==> config.mk <==
export PLATFORM = sky130hd
export DESIGN_NAME = pco_power_ctl
export DESIGN_NICKNAME = d
export VERILOG_FILES = /design/src/pco_power_ctl.v
export VERILOG_INCLUDE_DIRS = /design/src /design/src/pkg
export SDC_FILE = /design/constraint.sdc
export NUM_CORES = 1
export LEC_CHECK = 0
export BUFFER_PORTS_ARGS = -buffer_cell sky130_fd_sc_hd__clkbuf_2
export CORE_ASPECT_RATIO = 0.8
export CORE_MARGIN = 1
export CORE_UTILIZATION = 35
export DETAILED_ROUTE_END_ITERATION = 16
export GPL_ROUTABILITY_DRIVEN = 0
export PLACE_DENSITY = 0.65
export SETUP_SLACK_MARGIN = 0.15
export SYNTH_ARGS = -nofsm -noshare
export SYNTH_HDL_FRONTEND = slang
export SYNTH_SLANG_ARGS = --single-unit
==> constraint.sdc <==
create_clock -name clk_sys -period 3.2 [get_ports clk_sys]
set_input_delay 0.32 -clock clk_sys [delete_from_list [all_inputs] [get_ports clk_sys]]
set_output_delay 0.32 -clock clk_sys [all_outputs]
set_load 0.01 [all_outputs]
==> src/pkg/pco_map.vh <==
// Register map, field positions, reset values and timing of the power block.
// Function
// - Provide supply control, device clear pair, three-bit video power.
// - Supply control output switches the whole 5 V rail of the I/O bus.
// - With supply control deasserted, every I/O bus output is driven low.
// - Clear pair resets one bus device; others need separate host pins.
// - Video power bit 2 enables the video memory control oscillator.
// - Video power bit 1 enables the LCD module oscillator.
// - Video power bit 0 drives the switch gating the video DAC supply.
`ifndef PCO_MAP_VH
`define PCO_MAP_VH

// Register byte offsets on the APB slave.
`define PCO_ADDR_W 8
`define PCO_OFS_SUPPLY 8'h00
`define PCO_OFS_CLEAR 8'h04
`define PCO_OFS_VIDEO 8'h08
`define PCO_OFS_DAC 8'h0C
`define PCO_OFS_STATUS 8'h10
`define PCO_OFS_ID 8'h14

// Field positions.
`define PCO_SUPPLY_EN_BIT 0
`define PCO_CLEAR_BIT 0
`define PCO_VID_RAMDAC_BIT 0
`define PCO_VID_LCDOSC_BIT 1
`define PCO_VID_VRAMOSC_BIT 2
`define PCO_VID_W 3
`define PCO_DAC_PWR_BIT 1
`define PCO_ST_SUPPLY_BIT 0
`define PCO_ST_CLEAR_BIT 1
`define PCO_ST_VID_LSB 2
`define PCO_ST_DACPWR_BIT 5
`define PCO_ST_ANALOG_BIT 6
`define PCO_ST_HOLD_BIT 7

// Reset values: every control bit inactive.
`define PCO_RST_SUPPLY 1'h0
`define PCO_RST_CLEAR 1'h0
`define PCO_RST_VIDEO 3'h0
`define PCO_RST_DAC 1'h0

// Arbitrary neutral identity value.
`define PCO_ID_VALUE 16'h5A01

// Timing: clock period and power-up clear hold time.
`define PCO_CLK_NS 10
`define PCO_CLR_HOLD_NS 10000
`define PCO_CLR_HOLD_CYC ((`PCO_CLR_HOLD_NS + `PCO_CLK_NS - 1) / `PCO_CLK_NS)

`endif

==> src/pco_power_ctl.v <==
// Power control outputs for the I/O bus and video functions, APB slave.
`default_nettype none
`include "pco_map.vh"

module pco_power_ctl
#(
   parameter IO_OUT_W = 32,
   parameter CLR_HOLD_CYC = `PCO_CLR_HOLD_CYC,
   parameter [15:0] ID_VALUE = `PCO_ID_VALUE
)
(
   input wire clk_sys,
   input wire rst_n,
   input wire psel,
   input wire penable,
   input wire pwrite,
   input wire [`PCO_ADDR_W-1:0] paddr,
   input wire [31:0] pwdata,
   input wire [3:0] pstrb,
   output reg [31:0] prdata,
   output reg pready,
   output reg pslverr,
   input wire [IO_OUT_W-1:0] ioBusOutRaw,
   input wire dacAnalogSupplyOk,
   output reg ioBusSupplyCtl,
   output reg ioDeviceClear,
   output reg ioDeviceClear_n,
   output reg [IO_OUT_W-1:0] ioBusOut,
   output reg [`PCO_VID_W-1:0] videoPowerCtl,
   output reg dacPowerBit
);

   ////////////////////////////////////////////////////////////////////////////
   // Declarations.

   localparam HOLD_W = 16;
   localparam [31:0] HOLD_SPAN = CLR_HOLD_CYC - 1;
   localparam [HOLD_W-1:0] HOLD_LAST = HOLD_SPAN[HOLD_W-1:0];

   reg supplyEn_q;
   reg supplyEn_d;
   reg clearReq_q;
   reg clearReq_d;
   reg [`PCO_VID_W-1:0] video_q;
   reg [`PCO_VID_W-1:0] video_d;
   reg dacPwr_q;
   reg dacPwr_d;
   reg [HOLD_W-1:0] holdCnt_q;
   reg [HOLD_W-1:0] holdCnt_d;
   reg holdActive_q;
   reg holdActive_d;
   reg [31:0] readData;
   reg addrHit;
   wire accessPhase;
   wire writeNow;
   wire lane0;
   wire clearActive;
   wire [IO_OUT_W-1:0] busGated;

   ////////////////////////////////////////////////////////////////////////////
   // APB handshake: one wait state, answer in the second access cycle.

   // A write takes effect only at the edge where pready is sampled high.
   assign accessPhase = psel & penable;
   assign writeNow = accessPhase & pready & pwrite;
   assign lane0 = pstrb[0];

   // Address decode and read multiplexer.
   always @*
   begin
      addrHit = 1'b1;
      readData = 32'h0000_0000;
      case (paddr)
         `PCO_OFS_SUPPLY:
         begin
            readData[`PCO_SUPPLY_EN_BIT] = supplyEn_q;
         end
         `PCO_OFS_CLEAR:
         begin
            readData[`PCO_CLEAR_BIT] = clearReq_q;
         end
         `PCO_OFS_VIDEO:
         begin
            readData[`PCO_VID_W-1:0] = video_q;
         end
         `PCO_OFS_DAC:
         begin
            readData[`PCO_DAC_PWR_BIT] = dacPwr_q;
         end
         `PCO_OFS_STATUS:
         begin
            readData[`PCO_ST_SUPPLY_BIT] = ioBusSupplyCtl;
            readData[`PCO_ST_CLEAR_BIT] = ioDeviceClear;
            readData[`PCO_ST_VID_LSB+`PCO_VID_W-1:`PCO_ST_VID_LSB] =
               videoPowerCtl;
            readData[`PCO_ST_DACPWR_BIT] = dacPowerBit;
            readData[`PCO_ST_ANALOG_BIT] = dacAnalogSupplyOk;
            readData[`PCO_ST_HOLD_BIT] = holdActive_q;
         end
         `PCO_OFS_ID:
         begin
            readData[15:0] = ID_VALUE;
         end
         default:
         begin
            addrHit = 1'b0;
         end
      endcase
   end

   // Bus answer registers; unmapped addresses answer with an error.
   always @(posedge clk_sys)
   begin
      if (!rst_n)
      begin
         pready <= 1'b0;
         prdata <= 32'h0000_0000;
         pslverr <= 1'b0;
      end
      else if (accessPhase && !pready)
      begin
         pready <= 1'b1;
         prdata <= pwrite ? 32'h0000_0000 : readData;
         pslverr <= ~addrHit;
      end
      else
      begin
         pready <= 1'b0;
         prdata <= 32'h0000_0000;
         pslverr <= 1'b0;
      end
   end

   ////////////////////////////////////////////////////////////////////////////
   // Control registers written by software.

   // Next values of the control bits; byte lane 0 carries every field.
   always @*
   begin
      supplyEn_d = supplyEn_q;
      clearReq_d = clearReq_q;
      video_d = video_q;
      dacPwr_d = dacPwr_q;
      if (writeNow && lane0 && addrHit)
      begin
         case (paddr)
            `PCO_OFS_SUPPLY:
            begin
               supplyEn_d = pwdata[`PCO_SUPPLY_EN_BIT];
            end
            `PCO_OFS_CLEAR:
            begin
               clearReq_d = pwdata[`PCO_CLEAR_BIT];
            end
            `PCO_OFS_VIDEO:
            begin
               video_d = pwdata[`PCO_VID_W-1:0];
            end
            `PCO_OFS_DAC:
            begin
               dacPwr_d = pwdata[`PCO_DAC_PWR_BIT];
            end
            default:
            begin
               supplyEn_d = supplyEn_q;
            end
         endcase
      end
      // The DAC power bit cannot stand without the analog supply present.
      if (!dacAnalogSupplyOk)
      begin
         dacPwr_d = 1'b0;
      end
   end

   // Control bits start inactive after reset.
   always @(posedge clk_sys)
   begin
      if (!rst_n)
      begin
         supplyEn_q <= `PCO_RST_SUPPLY;
         clearReq_q <= `PCO_RST_CLEAR;
         video_q <= `PCO_RST_VIDEO;
         dacPwr_q <= `PCO_RST_DAC;
      end
      else
      begin
         supplyEn_q <= supplyEn_d;
         clearReq_q <= clearReq_d;
         video_q <= video_d;
         dacPwr_q <= dacPwr_d;
      end
   end

   ////////////////////////////////////////////////////////////////////////////
   // Power-up clear hold on the bus device.

   // Each switch-on of the bus supply holds the device clear for a fixed time.
   always @*
   begin
      holdCnt_d = holdCnt_q;
      holdActive_d = holdActive_q;
      if (!supplyEn_q)
      begin
         holdCnt_d = {HOLD_W{1'b0}};
         holdActive_d = 1'b0;
      end
      else if (supplyEn_d && !ioBusSupplyCtl && !holdActive_q)
      begin
         holdCnt_d = {HOLD_W{1'b0}};
         holdActive_d = 1'b1;
      end
      else if (holdActive_q)
      begin
         if (holdCnt_q == HOLD_LAST)
         begin
            holdActive_d = 1'b0;
         end
         else
         begin
            holdCnt_d = holdCnt_q + 16'h0001;
         end
      end
   end

   // Hold counter registers.
   always @(posedge clk_sys)
   begin
      if (!rst_n)
      begin
         holdCnt_q <= {HOLD_W{1'b0}};
         holdActive_q <= 1'b0;
      end
      else
      begin
         holdCnt_q <= holdCnt_d;
         holdActive_q <= holdActive_d;
      end
   end

   ////////////////////////////////////////////////////////////////////////////
   // Output flip-flops.

   // Clear is only driven while the bus is powered; otherwise all lines low.
   assign clearActive = supplyEn_q & (clearReq_q | holdActive_d);
   assign busGated = supplyEn_q ? ioBusOutRaw : {IO_OUT_W{1'b0}};

   // Every output is registered and low during reset.
   always @(posedge clk_sys)
   begin
      if (!rst_n)
      begin
         ioBusSupplyCtl <= 1'b0;
         ioDeviceClear <= 1'b0;
         ioDeviceClear_n <= 1'b0;
         ioBusOut <= {IO_OUT_W{1'b0}};
         videoPowerCtl <= `PCO_RST_VIDEO;
         dacPowerBit <= 1'b0;
      end
      else
      begin
         ioBusSupplyCtl <= supplyEn_q;
         ioDeviceClear <= clearActive;
         ioDeviceClear_n <= supplyEn_q & ~clearActive;
         ioBusOut <= busGated;
         videoPowerCtl[`PCO_VID_VRAMOSC_BIT] <=
            video_q[`PCO_VID_VRAMOSC_BIT];
         videoPowerCtl[`PCO_VID_LCDOSC_BIT] <=
            video_q[`PCO_VID_LCDOSC_BIT];
         videoPowerCtl[`PCO_VID_RAMDAC_BIT] <=
            video_q[`PCO_VID_RAMDAC_BIT];
         dacPowerBit <= dacPwr_q & dacAnalogSupplyOk;
      end
   end

endmodule // pco_power_ctl
`default_nettype wire

==> metrics.txt <==
filler cell count=about 760; HP Start=ioBusOutRaw[31]; WHS=a little over 200 ps; status=finished, final reports clean; reg2reg end=holdCnt_q[14]; CP Data Arrival Time=roughly 2100 ps; max-cap violation count=0; post-cts resize count=0; Synth Area in XOR/XNOR=2.79%; full die area=approximately 8400 µm²; DR vias=2,443; met3 Track Usage GR=5.22%; Max Freq=~540 MHz; DR vias/cell=between 4 and 5; DRT antenna net count=0; CP Capture Type=flop; CTS Sinks=between 70 and 80; FF-to-FF Start=holdCnt_q[0]; Clock Tree Buf Depth=2; Core ar.=7600 µm²; Detailed Route Iter0 Violations=88; row cnt=28; Overflow after GRT=0; Slowest cell on crit path=or4_1; fraction of layout cells with a size suffix above 1=between 30% and 40%; initial core utilization=a little under two fifths; Layout area overhead=24.3%; Clock Skews=9.67 ps; Root Buffer=clkbuf_8; clk_lat worst skew=roughly 340 ps; post-DP HPWL=4770 µm; Worst IR Drop VDD=~0.22 mV; DIE WIDTH=~100 µm; R2R cell count=5; hold path depth=2; pin count of the biggest net entering global routing=between 40 and 50; largest family of logic cells by synthesized area=simple AND/OR/NAND/NOR gates; register cell area after layout=~1500 µm²; Vert. Die Dim=approximately 82 µm; antenna diode count=0; post-synthesis mux area share=under 10%; cts hold-fix bufs=0; Slew @ Worst Pin=roughly 710 ps; vias in the first global route=2,266; routed len/inst=roughly 13 µm; pwr dens=between 400 and 500 nW/µm²; Synth top area share=51.7%; Period minus WS final=approximately 1900 ps; I/O pin count=approximately 160; IO buf count=about 100; antenna violations before repair=0; cell area after synthesis=between 2000 and 3000 µm²; DRC viols=0; Tcrit/Tclk final=between 50% and 60%; GR Util met1=20.0%; RSZ-0062 raised after global routing=no; commonest non-fill, non-tap cell in the layout=clkbuf_2; CTS clock-pin slew for the worst setup and hold paths=80 ps; register area share after synthesis=51.7%; met2 usage=roughly 27%; first-pass GRT wire length=around 11,000 µm; Synth area leaders=dfxtp_1, and3_1, buf_4; area occupied by multi-input gates=approximately 1200 µm²; Setup-failing EPs final=0; critical path class=reg2reg; Synth Area in Simple Gates=between 20% and 30%; leakage=~1.6 nW; endpoint of the worst hold path=ioBusOut[31]; TritonCTS clock tree=yes; post-synthesis average cell area=approximately 9.7 µm²; reg-to-reg setup timing slack=between 1000 and 1500 ps; library cells used by synthesis=43; Setup TNS=0 ps; most frequent cells in the layout=clkbuf_2, dfxtp_1, and3_1; Num CTS Buffers=9; Worst slew margin=between 50% and 60%; global-route usage over all layers=around 16%; drt total wl=about 6500 µm; YS warnings=0; htree depth=3; HP Class=in2reg; Adder-Cell Fraction of Synth Area=0.443%; Setup crit start kind=flop; iteration count of the initial detailed-routing pass=4; Final Max Slew Viols=0; CP Max Fanout=5; post-CTS repair timing setup buffer count=0; final layout net count=about 470; Mapped Cells=approximately 290; Crit path max-delay family=simple AND/OR/NAND/NOR gates; Crit path required time=around 3500 ps; CP bufs+invs=0; area leader, netlist=dfxtp_1; Synth Register Bits=73; CP max stage delay=490 ps; Compound-Gate Fraction of Synth Area=under 10%; CP Cell Sequence=ha_1 -> and3_2 -> nand3_1 -> or4_1 -> a211oi_1; global route hottest layer=met2; final hold vios=0; Power Total=1.68 mW
[per-stage QoR]
stage	worst slack [ps]	util, %	instance area, µm²	cells
floorplan	1530	-	2900	311
global placement	1140	43.7	3320	482
detailed placement	1120	43.7	3320	482
CTS	1330	46.2	3510	498
global route	1220	46.2	3510	498
finish	1340	46.2	3510	498
[synthesized netlist by cell type, drive strengths merged]
library cell  number
dfxtp             73
and3              37
buf               24
nor3              14
clkbuf            13
nand2             13
o21ai             12
nand4             11
and2               9
nand3              9
inv                8
nor4               8
a21oi              7
xor2               6
a211oi             5
and4               5
nor2               5
or3                5
mux2i              4
nor4b              3
xnor2              3
a22oi              2
o31ai              2
or4                2
a21boi             1
a31oi              1
a41o               1
a41oi              1
and4b              1
conb               1
ha                 1
nand2b             1
nand4b             1
o21a               1
o31a               1
or2                1
[layer usage]
layer	up-vias	share of wire [%]	wire [µm]
li1	1199	-	-
met1	1141	45	2920
met2	94	47	3020
met3	9	7.1	458
met4	0	1.4	90
met5	-	0	0
[registers in the layout, indices dropped and copies added, names as in the netlist]
name             flops
video_q              3
holdActive_q         1
ioBusOut            32
ioBusSupplyCtl       1
supplyEn_q           1
dacPowerBit          1
prdata               9
pready               1
pslverr              1
clearReq_q           1
videoPowerCtl        3
dacPwr_q             1
ioDeviceClear        1
holdCnt_q           16
ioDeviceClear_n      1
[kinds of logic (layout without fill, tap and decap cells)]
kind of cell    Yosys count  count (layout)
compound gates           34              34
xor+xnor                  9               9
fa+ha+maj                 1               1
buf+inv                  45             127
flops                    73              73
mux                       4               4
other cells               1              20
simple gates            125             125
[worst max-delay path by stage]
| stage | start | cells past startpoint | to |
|---|---|---|---|
| global route | holdCnt_q[0] | 5 | holdCnt_q[14] |
| detailed placement | paddr[5] | 5 | holdCnt_q[2] |
| CTS | holdCnt_q[0] | 5 | holdCnt_q[14] |
| finish | holdCnt_q[0] | 5 | holdCnt_q[14] |
| global placement | paddr[5] | 5 | ioDeviceClear_n |
| floorplan | holdActive_q | 4 | holdCnt_q[15] |
[power breakdown]
part	switching [mW]	total, mW	internal [mW]
Sequential	0.000388	0.909	0.909
Clock	0.342	0.704	0.361
Combinational	0.0411	0.0677	0.0266
Total	0.384	1.68	1.30
[cell type report]
| cell class | count | area share, % |
|---|---|---|
| multi-input combinational | 193 | 33.6 |
| clock inverter | 6 | 1.89 |
| timing repair buffer | 103 | 14.7 |
| inverter | 8 | 0.854 |
| tap | 105 | 3.74 |
| clock buffer | 10 | 3.63 |
| sequential | 73 | 41.6 |
Note: power is estimated with default switching activity, not from simulation.
